## src/hdl/tscb_params.svh

```systemverilog
// constants of the transceiver serial configuration bank
`ifndef TSCB_PARAMS_SVH
`define TSCB_PARAMS_SVH

// serial word layout
`define TSCB_WORD_W 24
`define TSCB_ADDR_MSB 23
`define TSCB_ADDR_LSB 21
`define TSCB_ADDR_W 3

// latch address codes carried in the word's top bits
`define TSCB_ADDR_FREQ0 3'h0
`define TSCB_ADDR_FREQ1 3'h1
`define TSCB_ADDR_MODE1 3'h2
`define TSCB_ADDR_MODE0 3'h3
`define TSCB_ADDR_TEST 3'h7

// frequency words and deviation
`define TSCB_FREQ_W 22
`define TSCB_DEV_MSB 20
`define TSCB_DEV_LSB 13

// mode bank field positions, same in both banks
`define TSCB_BANK_W 13
`define TSCB_LNA_MSB 1
`define TSCB_LNA_LSB 0
`define TSCB_MIX_BIT 2
`define TSCB_IF_BIT 3
`define TSCB_LIM_BIT 4
`define TSCB_RSSI_BIT 5
`define TSCB_ROUTE_BIT 6
`define TSCB_LPF_BIT 7
`define TSCB_SLC_BIT 8
`define TSCB_PA_MSB 10
`define TSCB_PA_LSB 9
`define TSCB_OSC_BIT 11
`define TSCB_SYN_BIT 12

// second-mode word extras
`define TSCB_PUMP_MSB 20
`define TSCB_PUMP_LSB 18
`define TSCB_DIV_BIT 17
`define TSCB_MODK_BIT 16
`define TSCB_SLCM_BIT 15

// reset value of every latch
`define TSCB_LATCH_RST 24'h000000

// host register map
`define TSCB_REG_WORD 4'h0
`define TSCB_REG_CTRL 4'h4
`define TSCB_REG_STATUS 4'h8
`define TSCB_CTRL_MODE_BIT 0
`define TSCB_CTRL_STBY_BIT 1

// timing
`define TSCB_CLK_PERIOD_NS 5
`define TSCB_SCLK_PERIOD_NS 160
`define TSCB_SCLK_HALF_CYC (((`TSCB_SCLK_PERIOD_NS / 2) + `TSCB_CLK_PERIOD_NS - 1) / `TSCB_CLK_PERIOD_NS)

`endif

```

## src/hdl/tscb_pkg.sv

```systemverilog
// types shared by both ends of the serial configuration link
package tscb_pkg;

   // host sequencer states
   typedef enum logic [2:0] {
      TSCB_IDLE = 3'b000,
      TSCB_LOW = 3'b001,
      TSCB_HIGH = 3'b010,
      TSCB_SETTLE = 3'b011,
      TSCB_STROBE = 3'b100
   } tscb_host_state_t;

   // latch chosen by a word's address field
   typedef enum logic [2:0] {
      TSCB_SEL_NONE = 3'b000,
      TSCB_SEL_FREQ0 = 3'b001,
      TSCB_SEL_FREQ1 = 3'b010,
      TSCB_SEL_MODE1 = 3'b011,
      TSCB_SEL_MODE0 = 3'b100
   } tscb_latch_sel_t;

endpackage

```

## src/hdl/tscb_if.sv

```systemverilog
// three-wire serial link plus mode and standby pins
`timescale 1ns/10ps
`default_nettype none

interface tscb_if;
   logic serial_clk; // shift clock, made by the host
   logic serial_data; // word bit, msb first
   logic strobe; // load pulse
   logic mode_select; // picks bank 0 or 1
   logic standby_pin; // low powers blocks down

   modport host (
      output serial_clk,
      output serial_data,
      output strobe,
      output mode_select,
      output standby_pin
   );

   modport device (
      input serial_clk,
      input serial_data,
      input strobe,
      input mode_select,
      input standby_pin
   );
endinterface

`default_nettype wire

```

## src/hdl/tscb_device.sv

```systemverilog
// device end: serial shift register, latches and mode banks
`timescale 1ns/10ps
`default_nettype none
`include "tscb_params.svh"

// How it works
// - shift data in on each serial clock rise
// - strobe rise copies word into addressed latch
// - host keeps clock, data low during strobe
// - extra leading bits fall off the top
// - first bit shifted lands at bit 23
// - host sends four words, or one to change
// - host never sends the reserved test address
// - words accepted in standby and operation
// - bits 1:0 set amplifier mode, reset 00
// - bits 2..5 enable mixer, if, limiter, rssi
// - bit 6 routes lowpass input to rssi
// - bit 7 lowpass amp, bit 8 slicer
// - bits 10:9 power amp, nonzero enables modulation
// - host sets oscillator bit while operating
// - bit 12 enables whole synthesizer loop
// - demodulator auto on: limiter, lowpass, demod route
// - all bank fields reset to zero
// - two banks, identical layout, separate words
// - mode pin picks active bank anytime
// - standby low powers down, programming continues
// - second word holds pump, divider, modulation, slicer

module tscb_device import tscb_pkg::*; (
   input wire logic i_clk, // system clock
   input wire logic i_rst_n, // async reset, active low
   tscb_if.device link, // pins from the host
   output logic [1:0] o_lna_mode, // amplifier mode
   output logic o_mixer_en, // mixer on
   output logic o_if_amp_en, // first if amp on
   output logic o_limiter_en, // limiter on
   output logic o_rssi_en, // strength indicator on
   output logic o_data_route, // 1 routes to rssi
   output logic o_lowpass_amp_en, // lowpass amp on
   output logic o_slicer_en, // data slicer on
   output logic [1:0] o_pa_mode, // power amp code
   output logic o_tx_mod_en, // modulation from tx pin
   output logic o_osc_en, // internal oscillator on
   output logic o_synth_en, // synthesizer loop on
   output logic o_demod_en, // fm demodulator on
   output logic [21:0] o_freq_word, // active frequency word
   output logic [7:0] o_fsk_dev, // fsk deviation
   output logic [2:0] o_pump_factor, // acquisition pump factor
   output logic o_loop_div_sel, // 0 gives 256, 1 gives 512
   output logic o_mod_kind, // modulation kind
   output logic o_slicer_learn // 1 learning, 0 hold
);

   // address decode, used by the load logic
   function automatic tscb_latch_sel_t addr_to_sel(
      input logic [`TSCB_ADDR_W-1:0] addr
   );
      tscb_latch_sel_t sel;
      sel = TSCB_SEL_NONE;
      unique case (addr)
         `TSCB_ADDR_FREQ0: sel = TSCB_SEL_FREQ0;
         `TSCB_ADDR_FREQ1: sel = TSCB_SEL_FREQ1;
         `TSCB_ADDR_MODE1: sel = TSCB_SEL_MODE1;
         `TSCB_ADDR_MODE0: sel = TSCB_SEL_MODE0;
         // test code and spares load nothing
         default: sel = TSCB_SEL_NONE;
      endcase
      return sel;
   endfunction

   logic [4:0] pins_sync; // synchronised pin levels
   logic sclk_s; // settled serial clock
   logic sdata_s; // settled serial data
   logic stb_s; // settled strobe
   logic mode_s; // settled mode select
   logic run_s; // settled standby pin, 1 = operate
   logic sclk_d; // serial clock one cycle back
   logic stb_d; // strobe one cycle back
   logic sclk_rise; // serial clock edge seen
   logic stb_rise; // strobe edge seen
   logic [23:0] shreg; // incoming word
   logic [23:0] freq0; // mode 0 frequency latch
   logic [23:0] freq1; // mode 1 frequency latch
   logic [23:0] mode1; // mode 1 enables and extras
   logic [23:0] mode0; // mode 0 enables and deviation
   tscb_latch_sel_t sel; // latch picked by the word
   logic [12:0] bank; // bank in force
   logic [12:0] live; // bank gated by standby
   logic [23:0] act_freq; // frequency word in force
   logic next_demod; // derived demodulator enable

   // pins come from another domain: two flops first
   tscb_sync #(
      .W(5)
   ) u_sync (
      .i_clk(i_clk),
      .i_rst_n(i_rst_n),
      .i_async({link.serial_clk, link.serial_data, link.strobe,
                link.mode_select, link.standby_pin}),
      .o_sync(pins_sync)
   );

   assign sclk_s = pins_sync[4];
   assign sdata_s = pins_sync[3];
   assign stb_s = pins_sync[2];
   assign mode_s = pins_sync[1];
   assign run_s = pins_sync[0];

   // edge history, taken from the settled stage only
   always_ff @(posedge i_clk or negedge i_rst_n) begin
      if (!i_rst_n) begin
         sclk_d <= 1'b0;
         stb_d <= 1'b0;
      end else begin
         sclk_d <= sclk_s;
         stb_d <= stb_s;
      end
   end

   // data and clock share one sync delay, so the bit
   // seen at the clock edge is the one the host set up
   assign sclk_rise = sclk_s & ~sclk_d;
   // host keeps clock low while strobe is high, so a
   // shift and a load never meet in one cycle
   assign stb_rise = stb_s & ~stb_d;
   assign sel = addr_to_sel(shreg[`TSCB_ADDR_MSB:`TSCB_ADDR_LSB]);

   // shift in at the bottom; the oldest bits drop off the top
   always_ff @(posedge i_clk or negedge i_rst_n) begin
      if (!i_rst_n) begin
         shreg <= `TSCB_LATCH_RST;
      end else if (sclk_rise) begin
         shreg <= {shreg[22:0], sdata_s};
      end
   end

   // load the addressed latch; standby does not block it
   always_ff @(posedge i_clk or negedge i_rst_n) begin
      if (!i_rst_n) begin
         freq0 <= `TSCB_LATCH_RST;
         freq1 <= `TSCB_LATCH_RST;
         mode1 <= `TSCB_LATCH_RST;
         mode0 <= `TSCB_LATCH_RST;
      end else if (stb_rise) begin
         // unselected latches keep their value
         unique case (sel)
            TSCB_SEL_FREQ0: freq0 <= shreg;
            TSCB_SEL_FREQ1: freq1 <= shreg;
            TSCB_SEL_MODE1: mode1 <= shreg;
            TSCB_SEL_MODE0: mode0 <= shreg;
            TSCB_SEL_NONE: ; // reserved test code ignored
         endcase
      end
   end

   // mode pin picks a bank with no reprogramming
   assign bank = mode_s ? mode1[12:0] : mode0[12:0];
   assign act_freq = mode_s ? freq1 : freq0;
   // standby forces every block off, route back to demod
   assign live = run_s ? bank : 13'h0000;
   assign next_demod = live[`TSCB_LIM_BIT] & live[`TSCB_LPF_BIT]
                       & ~live[`TSCB_ROUTE_BIT];

   // outputs registered; one cycle behind the latches,
   // which matters little beside the sync delay
   always_ff @(posedge i_clk or negedge i_rst_n) begin
      if (!i_rst_n) begin
         o_lna_mode <= 2'h0;
         o_mixer_en <= 1'b0;
         o_if_amp_en <= 1'b0;
         o_limiter_en <= 1'b0;
         o_rssi_en <= 1'b0;
         o_data_route <= 1'b0;
         o_lowpass_amp_en <= 1'b0;
         o_slicer_en <= 1'b0;
         o_pa_mode <= 2'h0;
         o_tx_mod_en <= 1'b0;
         o_osc_en <= 1'b0;
         o_synth_en <= 1'b0;
         o_demod_en <= 1'b0;
      end else begin
         o_lna_mode <= live[`TSCB_LNA_MSB:`TSCB_LNA_LSB];
         o_mixer_en <= live[`TSCB_MIX_BIT];
         o_if_amp_en <= live[`TSCB_IF_BIT];
         o_limiter_en <= live[`TSCB_LIM_BIT];
         o_rssi_en <= live[`TSCB_RSSI_BIT];
         o_data_route <= live[`TSCB_ROUTE_BIT];
         o_lowpass_amp_en <= live[`TSCB_LPF_BIT];
         o_slicer_en <= live[`TSCB_SLC_BIT];
         o_pa_mode <= live[`TSCB_PA_MSB:`TSCB_PA_LSB];
         o_tx_mod_en <= |live[`TSCB_PA_MSB:`TSCB_PA_LSB];
         o_osc_en <= live[`TSCB_OSC_BIT];
         o_synth_en <= live[`TSCB_SYN_BIT];
         o_demod_en <= next_demod;
      end
   end

   // static settings pass through standby unchanged,
   // so they are ready the moment the part wakes
   always_ff @(posedge i_clk or negedge i_rst_n) begin
      if (!i_rst_n) begin
         o_freq_word <= 22'h000000;
         o_fsk_dev <= 8'h00;
         o_pump_factor <= 3'h0;
         o_loop_div_sel <= 1'b0;
         o_mod_kind <= 1'b0;
         o_slicer_learn <= 1'b0;
      end else begin
         o_freq_word <= act_freq[`TSCB_FREQ_W-1:0];
         o_fsk_dev <= mode0[`TSCB_DEV_MSB:`TSCB_DEV_LSB];
         o_pump_factor <= mode1[`TSCB_PUMP_MSB:`TSCB_PUMP_LSB];
         o_loop_div_sel <= mode1[`TSCB_DIV_BIT];
         o_mod_kind <= mode1[`TSCB_MODK_BIT];
         o_slicer_learn <= mode1[`TSCB_SLCM_BIT];
      end
   end

endmodule

`default_nettype wire

```

## src/hdl/tscb_sync.sv

```systemverilog
// two-stage synchroniser for asynchronous pin levels
`timescale 1ns/10ps
`default_nettype none

module tscb_sync #(
   parameter int W = 1
) (
   input wire logic i_clk, // sampling clock
   input wire logic i_rst_n, // async reset, active low
   input wire logic [W-1:0] i_async, // pin levels
   output logic [W-1:0] o_sync // settled levels
);
   logic [W-1:0] meta; // first stage, read only by second

   // two flops; only the second is visible
   always_ff @(posedge i_clk or negedge i_rst_n) begin
      if (!i_rst_n) begin
         meta <= '0;
         o_sync <= '0;
      end else begin
         meta <= i_async;
         o_sync <= meta;
      end
   end
endmodule

`default_nettype wire

```

## src/flat_wrapper.sv

```systemverilog
// flat-port wrapper written by rule: the top's interface ports become plain ports
module tscb_device_flat import tscb_pkg::*;
  (i_clk, i_rst_n, o_lna_mode, o_mixer_en, o_if_amp_en, o_limiter_en, o_rssi_en, o_data_route, o_lowpass_amp_en, o_slicer_en, o_pa_mode, o_tx_mod_en, o_osc_en, o_synth_en, o_demod_en, o_freq_word, o_fsk_dev, o_pump_factor, o_loop_div_sel, o_mod_kind, o_slicer_learn, link_serial_clk, link_serial_data, link_strobe, link_mode_select, link_standby_pin);
  tscb_if link_i ();
  input wire logic i_clk;
  input wire logic i_rst_n;
  output logic [1:0] o_lna_mode;
  output logic o_mixer_en;
  output logic o_if_amp_en;
  output logic o_limiter_en;
  output logic o_rssi_en;
  output logic o_data_route;
  output logic o_lowpass_amp_en;
  output logic o_slicer_en;
  output logic [1:0] o_pa_mode;
  output logic o_tx_mod_en;
  output logic o_osc_en;
  output logic o_synth_en;
  output logic o_demod_en;
  output logic [21:0] o_freq_word;
  output logic [7:0] o_fsk_dev;
  output logic [2:0] o_pump_factor;
  output logic o_loop_div_sel;
  output logic o_mod_kind;
  output logic o_slicer_learn;
  input wire logic [$bits(link_i.serial_clk)-1:0] link_serial_clk;
  input wire logic [$bits(link_i.serial_data)-1:0] link_serial_data;
  input wire logic [$bits(link_i.strobe)-1:0] link_strobe;
  input wire logic [$bits(link_i.mode_select)-1:0] link_mode_select;
  input wire logic [$bits(link_i.standby_pin)-1:0] link_standby_pin;
  assign link_i.serial_clk = link_serial_clk;
  assign link_i.serial_data = link_serial_data;
  assign link_i.strobe = link_strobe;
  assign link_i.mode_select = link_mode_select;
  assign link_i.standby_pin = link_standby_pin;
  tscb_device u_core (.i_clk(i_clk), .i_rst_n(i_rst_n), .link(link_i), .o_lna_mode(o_lna_mode), .o_mixer_en(o_mixer_en), .o_if_amp_en(o_if_amp_en), .o_limiter_en(o_limiter_en), .o_rssi_en(o_rssi_en), .o_data_route(o_data_route), .o_lowpass_amp_en(o_lowpass_amp_en), .o_slicer_en(o_slicer_en), .o_pa_mode(o_pa_mode), .o_tx_mod_en(o_tx_mod_en), .o_osc_en(o_osc_en), .o_synth_en(o_synth_en), .o_demod_en(o_demod_en), .o_freq_word(o_freq_word), .o_fsk_dev(o_fsk_dev), .o_pump_factor(o_pump_factor), .o_loop_div_sel(o_loop_div_sel), .o_mod_kind(o_mod_kind), .o_slicer_learn(o_slicer_learn));
endmodule
```

## config.mk

```make
export PLATFORM = sky130hd
export DESIGN_NAME = tscb_device_flat
export DESIGN_NICKNAME = d
export VERILOG_FILES = /design/src/hdl/tscb_pkg.sv /design/src/hdl/tscb_if.sv /design/src/hdl/tscb_device.sv /design/src/hdl/tscb_sync.sv /design/src/flat_wrapper.sv
export VERILOG_INCLUDE_DIRS = /design/src /design/src/hdl
export SDC_FILE = /design/constraint.sdc
export NUM_CORES = 1
export LEC_CHECK = 0
export BUFFER_PORTS_ARGS = -buffer_cell sky130_fd_sc_hd__buf_2
export CAP_MARGIN = 20
export CORE_ASPECT_RATIO = 1.25
export CORE_MARGIN = 10
export CORE_UTILIZATION = 66
export CTS_BUF_LIST = sky130_fd_sc_hd__clkbuf_8
export DETAILED_ROUTE_END_ITERATION = 7
export PLACE_DENSITY = 0.95
export SLEW_MARGIN = 20
export SYNTH_ARGS = -nofsm -noshare
export SYNTH_HDL_FRONTEND = slang
export SYNTH_SLANG_ARGS = --single-unit
```

## constraint.sdc

```tcl
create_clock -name i_clk -period 4.2 [get_ports i_clk]
set_clock_uncertainty 0.2 [all_clocks]
set_input_delay 0.42 -clock i_clk [delete_from_list [all_inputs] [get_ports i_clk]]
set_output_delay 0.42 -clock i_clk [all_outputs]
set_load 0.01 [all_outputs]
```

==> flow_summary.toml, run 1 <==
[synthesis]
synth-seq-cells = 171
synth.yosys.seq_area_share = 0.691
synth.area.top_cells = "dfrtp_1 (69%), mux2_2 (21%), mux2_4 (2.4%), mux2i_1 (2.1%), nor2b_1 (1.5%)"
synth_top_area_share = 0.691
synth_area_leader_cell = "dfrtp_1"
ys_types = 17
yosysWarnings = 0
avgSynthCellArea_um2 = 17.6
syn_nets = 359
synth_cells = 352
synthesis.area_um2 = 6200

[critical_path]
cp_max_fo = 22
ff2ff_setup_slack_ns = 1.98
critPathKind = "reg -> reg"
cpLargestDelayFamily = "simple AND/OR/NAND/NOR gates"
rr_endpoint = "u_core.freq1[10]"
critPathMaxStageDelay_ns = 0.68
end_kind = "flop"
reg2reg_from = "u_core.shreg[23]"
cp_cell_sequence = "nor3b_1 > and3b_2 > mux2_2"
critical_path.slowest_cell = "and3b_2"
critPathRequiredTime_ns = 4.34
start_kind = "flop"
arrival_ns = 2.36
reg2reg_depth = 3
crit_buf_inv = 0

[clocking]
post_cts_resized = 0
cts_buffers = 17
path_clk_slew_ns = 0.07
cts_root_buf = "clkbuf_8"
clk_latency_ns = 0.46
htreeDepth = 4
clockBufferDepth = 2
cts_tree = "built"
cts.sinks = 171

[global_routing]
overflow = 0
antenna_found_initial = 0
grt_usage = 0.177
grt_max_degree = 129
grt_pass1_vias = 3372
grt_pass1_wl_um = 18500

[drt]
vias_per_cell = 5.58
drc = 0
ant_nets = 0
drt_pre_antenna_iters = 4
wire_per_inst_um = 20.4
drt-initial-drc-count = 198
vias = 3107
wirelength_um = 11400

[floorplan]
num_rows = 39
initial_core_util = 0.675
die_h_um = 128
core_area_um2 = 9170
pin_count = 58
die-width_um = 107
die-area_um2 = 13700

[layout]
antenna_cells = 0
nets = 429
layout_common_cells = "dfrtp_1 (171), mux2_2 (117), buf_2 (56)"
drive_gt1_frac = 0.512
areaGrowthSynthToFinish_pct = 12.5
layout.cells.most_common = "dfrtp_1"
fin_cells = 557

[sta]
worst_pin_slew_ns = 0.939
max_slew_margin = 0.374
rsz0062_at_grt = "no"
fin_setup_tns_ns = 0
min_period_ns = 2.22
hold_viol = 0
finalSetupViolCount = 0
slew_violations = 0
fin_crit_sh = 0.529
fmax_mhz = 450

[job]
drv_cap = 0

[min_path]
min_to = "u_core.u_sync.o_sync[2]"
hp-start = "u_core.u_sync.meta[2]"
hp-class = "reg -> reg"
holdPathStages = 0

[placement]
placed_cells_incl_taps = 520
gp_congestion = 0.758
dp_hpwl_um = 6950
io_buffers = 57

[pwr]
intPower_w = 0.00250
clkPwrFrac = 0.316
switchingPower_w = 0.000824
vdd_drop_max_mv = 0.335
pwr-share-comb = 0.092
p_leak_nw = 3.72
switching_share = 0.248
seqPwrFrac = 0.592
powerDensity_nw_per_um2 = 477

[status]
status = "completed"
power groups by stage:
stage / Combinational, W / Clock (W) / Sequential [W]
floorplan: 0.000190 / 0 / 0.00196
global placement: 0.000288 / 0 / 0.00198
detailed placement: 0.000303 / 0 / 0.00200
CTS: 0.000312 / 0.00106 / 0.00197
global route: 0.000335 / 0.00113 / 0.00200
finish: 0.000305 / 0.00105 / 0.00197
logic make-up after synthesis:
logic type	share of synthesized area
multiplexers	0.260
flip-flops	0.691
AND/OR/NAND/NOR	0.0293
buffers and inverters	0.0204
how the worst max path moves through the flow:
stage	slack, ns	depth (start not counted)	from	to
global placement	1.85	3	u_core.shreg[23]	u_core.freq1[11]
floorplan	2.43	4	u_core.shreg[21]	u_core.freq0[10]
global route	1.92	3	u_core.shreg[23]	u_core.freq1[6]
finish	1.98	3	u_core.shreg[23]	u_core.freq1[10]
CTS	1.63	3	u_core.shreg[23]	u_core.mode0[17]
detailed placement	1.78	3	u_core.shreg[23]	u_core.freq1[9]
sequential cells by signal, indices dropped and copies added, names as in the netlist, 2 cells and up:
name                  flops
u_core.shreg             24
u_core.freq0             22
u_core.freq1             22
u_core.o_freq_word       22
u_core.mode0             21
u_core.mode1             19
u_core.o_fsk_dev          8
u_core.u_sync.meta        5
u_core.u_sync.o_sync      5
u_core.o_pump_factor      3
u_core.o_lna_mode         2
u_core.o_pa_mode          2
worst register-to-register path, stage by stage, from the launching register on:
cell and delay, ns:
dfrtp_1 0.43, nor3b_1 0.39, and3b_2 0.68, mux2_2 0.42
Yosys cell counts:
library cell    n
nand2_4         1
buf_2           9
and3b_1         2
and2b_4         1
buf_6           3
dfrtp_1       171
buf_12          2
mux2_2        117
nor2b_1        15
mux2i_1        13
nor4b_4         1
mux2_1          1
nor3b_1         1
clkbuf_1        2
mux2_4         10
nand3_1         1
or2_2           2
layout make-up:
class                      count  area [um^2]
timing repair buffer          67          384
tap                          123          154
clock buffer                  17          234
fill                         525         2210
multi-input combinational    165         1800
sequential                   171         4280
clock inverter                14          118
metrics by stage:
| stage | setup slack [ns] | power, W | cell area [um^2] | utilization | hold WS, ns |
|---|---|---|---|---|---|
| finish | 1.98 | 0.00333 | 6970 | 0.760 | 0.151 |
| global route | 1.92 | 0.00346 | 6970 | 0.760 | 0.157 |
| CTS | 1.63 | 0.00334 | 6960 | 0.759 | 0.152 |
| detailed placement | 1.78 | 0.00230 | 6550 | 0.714 | 0.135 |
| global placement | 1.85 | 0.00227 | 6550 | 0.714 | 0.132 |
| floorplan | 2.43 | 0.00215 | 6200 | - | -0.0756 |
timing repair:
item | in CTS | in global routing
endpoints found under the hold margin | 125 | 0
hold buffers | 6 | 0
setup buffers | 0 | 0
per-layer routing:
layer | vias to the layer above | global-route usage | part of all wire
met3 | 24 | 0.0594 | 0.056
met5 | - | 0 | 0
met4 | 0 | 0.0782 | 0.022
met1 | 1639 | 0.196 | 0.39
met2 | 75 | 0.302 | 0.53
li1 | 1369 | - | -
Power figures use the tool's default switching activity.
==> run 2, diff against run 1 <==
CORE_UTILIZATION = 61   (was 66)
PLACE_DENSITY = 0.91   (was 0.95)
clock period = 2.2 ns   (was 4.2 ns; I/O delays follow)
==> run 2 against run 1 <==
Combinational power increased by 94%. Global-route usage is 2.0 points lower. Sequential power rose by 90%. Register-to-register slack worse by 1.8 ns. Worst setup slack lost 1.8 ns. Die area grew 6.8%. Cell count rose by 2.9%. Sequential cell count is the same. Non-clock buffer count is 9 higher. Via count is 2.8% lower. Count of clock-buffer cells in the layout grew 2. Largest cell class unchanged. Highest routed layer unchanged.
==> flow_summary.toml, run 2 (synthesis results as in run 1) <==
[min_path]
hp-class = "in -> async"

[placement]
dp_hpwl_um = 6930
placed_area_um2 = 6650
gp_congestion = 0.741
io_buffers = 57

[clocking]
cts_root_buf = "clkbuf_8"
clk_latency_ns = 0.44
clockBufferDepth = 2
cts_buffers = 17
post-cts-setup-buffers = 0
cts.sinks = 171
path_clk_slew_ns = 0.09
cts_tree = "built"
htreeDepth = 4

[layout]
layout_common_cells = "dfrtp_1 (171), mux2_2 (117), buf_2 (56)"
design_area_um2 = 7140
drive_gt1_frac = 0.529
areaGrowthSynthToFinish_pct = 15.2
registers.top_by_ff_count = "u_core.shreg"
largest_reg_flops = 24
nets = 438
layout.cells.most_common = "dfrtp_1"
antenna_cells = 0

[floorplan]
die-area_um2 = 14600
num_rows = 41
die-width_um = 110
initial_core_util = 0.619
pin_count = 58
die_h_um = 133
core_area_um2 = 10000

[pwr]
clkPwrFrac = 0.346
p_leak_nw = 3.77
power.total_w = 0.00663
switchingPower_w = 0.00162
intPower_w = 0.00501
seqPwrFrac = 0.564
pwr-share-comb = 0.089
vdd_drop_max_mv = 0.487
switching_share = 0.245
powerDensity_nw_per_um2 = 929

[global_routing]
overflow = 0
grt_pass1_wl_um = 17500
grt_usage = 0.157
grt_max_degree = 55
antenna_found_initial = 0
grt_pass1_vias = 3358

[drt]
drc = 0
drt_pre_antenna_iters = 4
wirelength_um = 10800
vias = 3021
ant_nets = 0
wire_per_inst_um = 18.8
vias_per_cell = 5.27
drt-initial-drc-count = 154

[sta]
fin_crit_sh = 0.909
max_slew_margin = 0.679
hold_viol = 0
slew_violations = 0
finalSetupViolCount = 0
min_period_ns = 2.00
fin_setup_tns_ns = 0
hold_slack_ns = 0.0780
fmax_mhz = 500
rsz0062_at_grt = "no"
worst_pin_slew_ns = 0.481

[critical_path]
cp_cell_sequence = "nor4b_4 > and2b_4 > mux2_2"
critPathKind = "reg -> reg"
reg2reg_depth = 3
critical_path.slowest_cell = "and2b_4"
critPathMaxStageDelay_ns = 0.47
critPathRequiredTime_ns = 2.32
arrival_ns = 2.12
end_kind = "flop"
start_kind = "flop"
cp_max_fo = 22

[status]
status = "completed"

[job]
drv_cap = 0
## run 2: cell types whose count changed in the layout (fill, tap and decap cells not counted), moves of 2 or more
cell	change
clkinv_4	+2
buf_4	+7
clkinvlp_4	+3
buf_12	+2
clkinv_2	-4
inv_1	-5
inv_6	+2
## run 2: metal layers
metal / track usage / wire (um) / vias up / part of all wire
li1: - / - / 1377 / -
met1: 0.185 / 4460 / 1580 / 0.41
met2: 0.258 / 5590 / 56 / 0.52
met3: 0.0569 / 592 / 8 / 0.055
met4: 0.0529 / 135 / 0 / 0.013
met5: 0 / 0 / - / 0
## run 2: layout make-up
class | instances | area [um^2]
Sequential cell | 171 | 4280
Fill cell | 604 | 2870
Multi-Input combinational cell | 165 | 1790
Timing Repair Buffer | 76 | 474
Clock buffer | 19 | 262
Clock inverter | 13 | 166
Tap cell | 129 | 161
## run 2: final timing paths
kind	slack, ns	start	endpoint
hold / removal	0.08	i_rst_n	u_core.mode1[20]
max in group asynchronous	1.05	i_rst_n	u_core.freq0[18]
setup / recovery	0.20	u_core.shreg[21]	u_core.freq0[7]
min in group i_clk	0.16	u_core.u_sync.meta[0]	u_core.u_sync.o_sync[0]
hold reg to reg	0.16	u_core.u_sync.meta[0]	u_core.u_sync.o_sync[0]
setup reg to reg	0.20	u_core.shreg[21]	u_core.freq0[7]
## run 2: per-stage QoR
step,util,instances,worst slack [ns]
6_report,0.713,573,0.201
5_1_grt,0.713,573,0.125
4_1_cts,0.713,573,0.201
3_5_place_dp,0.665,535,0.218
3_3_place_gp,0.665,535,0.277
2_1_floorplan,-,352,0.432
## run 2: timing repair
action                                  CTS  global route
hold endpoints to repair                176             0
gates resized for setup                   0             0
endpoints found under the setup margin    0             0
hold buffers                              6             0
## run 2: critical path: cells and delay by family (launching register included)
kind | cells | cell delay, ns
DFF | 1 | 0.45
muxes | 1 | 0.39
and+or+nand+nor | 2 | 0.84
## run 2: power groups by stage
stage | clock [W] | sequential [W] | combinational, W
3_3_place_gp | 0 | 0.00378 | 0.000569
2_1_floorplan | 0 | 0.00374 | 0.000363
3_5_place_dp | 0 | 0.00381 | 0.000596
5_1_grt | 0.00248 | 0.00379 | 0.000645
6_report | 0.00230 | 0.00374 | 0.000593
4_1_cts | 0.00235 | 0.00375 | 0.000610
==> run 3, diff against run 2 <==
MAX_ROUTING_LAYER = met4   (was default)
==> run 3 against run 2 <==
Sequential cell count is the same. Cell count is the same. Worst setup slack lost 0.0023 ns. Register-to-register slack is essentially flat. Wire length shrank 0.10%.
==> flow_summary.toml, run 3 (synthesis results as in run 1) <==
[status]
status = "completed"

[clocking]
clk_latency_ns = 0.44
cts_tree = "built"
cts_buffers = 17
htreeDepth = 4
cts.sinks = 171
post-cts-setup-buffers = 0
path_clk_slew_ns = 0.09
cts_root_buf = "clkbuf_8"
clockBufferDepth = 2

[pwr]
powerDensity_nw_per_um2 = 929
clkPwrFrac = 0.346
seqPwrFrac = 0.564
pwr-share-comb = 0.089
p_leak_nw = 3.77
switchingPower_w = 0.00162
intPower_w = 0.00501
switching_share = 0.245
vdd_drop_max_mv = 0.486

[drt]
vias_per_cell = 5.28
drt_pre_antenna_iters = 4
wire_per_inst_um = 18.8
ant_nets = 0
drc = 0
drt-initial-drc-count = 155
wirelength_um = 10800
vias = 3027

[sta]
rsz0062_at_grt = "no"
slew_violations = 0
fmax_mhz = 500
max_slew_margin = 0.680
finalSetupViolCount = 0
min_period_ns = 2.00
fin_setup_tns_ns = 0
hold_viol = 0
worst_pin_slew_ns = 0.481
fin_crit_sh = 0.910

[global_routing]
grt_usage = 0.161
grt_pass1_wl_um = 17500
antenna_found_initial = 0
overflow = 0
grt_max_degree = 55
grt_pass1_vias = 3358

[job]
drv_cap = 0

[critical_path]
rr_endpoint = "u_core.freq0[7]"
ff2ff_setup_slack_ns = 0.20
end_kind = "flop"
reg2reg_from = "u_core.shreg[21]"
reg2reg_depth = 3
critPathRequiredTime_ns = 2.32
arrival_ns = 2.12
start_kind = "flop"
critPathKind = "reg -> reg"
cp_max_fo = 22

[layout]
nets = 438
layout_common_cells = "dfrtp_1 (171), mux2_2 (117), buf_2 (56)"
final_core_util = 0.713
drive_gt1_frac = 0.529
areaGrowthSynthToFinish_pct = 15.2
largest_reg_flops = 24
registers.top_by_ff_count = "u_core.shreg"
fin_cells = 573
antenna_cells = 0
layout.cells.most_common = "dfrtp_1"

[placement]
io_buffers = 57
dp_hpwl_um = 6930
placed_cells_incl_taps = 535
gp_congestion = 0.750

[floorplan]
num_rows = 41
initial_core_util = 0.619
pin_count = 58
core_area_um2 = 10000
die-width_um = 110
die_h_um = 133
die-area_um2 = 14600

[min_path]
hp-class = "in -> async"
-- run 3: cell counts in the layout (fill, tap and decap cells not counted) --
Identical to the previous run, type by type.
-- run 3: worst max-delay path, stage by stage (launching register included) --
cell and delay, ns:
dfrtp_1 0.45, nor4b_4 0.37, and2b_4 0.47, mux2_2 0.39
-- run 3: power groups by stage --
| stage | Combinational, W | Sequential (W) | Clock (W) |
|---|---|---|---|
| after floorplan | 0.000363 | 0.00374 | 0 |
| after global placement | 0.000569 | 0.00378 | 0 |
| after detailed placement | 0.000596 | 0.00381 | 0 |
| after CTS | 0.000610 | 0.00375 | 0.00235 |
| after global routing | 0.000644 | 0.00379 | 0.00248 |
| final | 0.000592 | 0.00374 | 0.00230 |
-- run 3: per-stage QoR --
step / hold WS [ns] / cell area [um^2] / total power [W] / setup slack (ns)
finish: 0.0805 / 7140 / 0.00663 / 0.198
global route: 0.101 / 7140 / 0.00692 / 0.125
CTS: 0.0792 / 7140 / 0.00671 / 0.201
detailed placement: -0.00168 / 6650 / 0.00440 / 0.218
global placement: -0.0162 / 6650 / 0.00434 / 0.277
floorplan: -0.276 / 6200 / 0.00411 / 0.432
-- run 3: metal layers --
layer	global-route usage	vias to the layer above	share of wire
li1	-	1380	-
met1	0.188	1579	0.42
met2	0.257	56	0.52
met3	0.0496	12	0.049
met4	0.0529	0	0.012
met5	-	-	0
-- run 3: layout make-up --
| class | count | area [um^2] |
|---|---|---|
| Clock buffer | 19 | 262 |
| Fill cell | 604 | 2870 |
| Tap cell | 129 | 161 |
| Sequential cell | 171 | 4280 |
| Timing Repair Buffer | 76 | 474 |
| Multi-Input combinational cell | 165 | 1790 |
| Clock inverter | 13 | 166 |
-- run 3: worst max-delay path by stage --
stage,start,cells past startpoint,end
global route,u_core.shreg[21],3,u_core.freq0[16]
CTS,u_core.shreg[21],3,u_core.freq0[19]
floorplan,u_core.shreg[21],4,u_core.freq0[10]
detailed placement,u_core.shreg[21],3,u_core.freq0[2]
finish,u_core.shreg[21],3,u_core.freq0[7]
global placement,u_core.shreg[21],3,u_core.freq0[14]
-- run 3: repair_timing --
item	CTS	global route
resized for setup	0	0
endpoints found under the hold margin	176	0
hold buffers	6	0
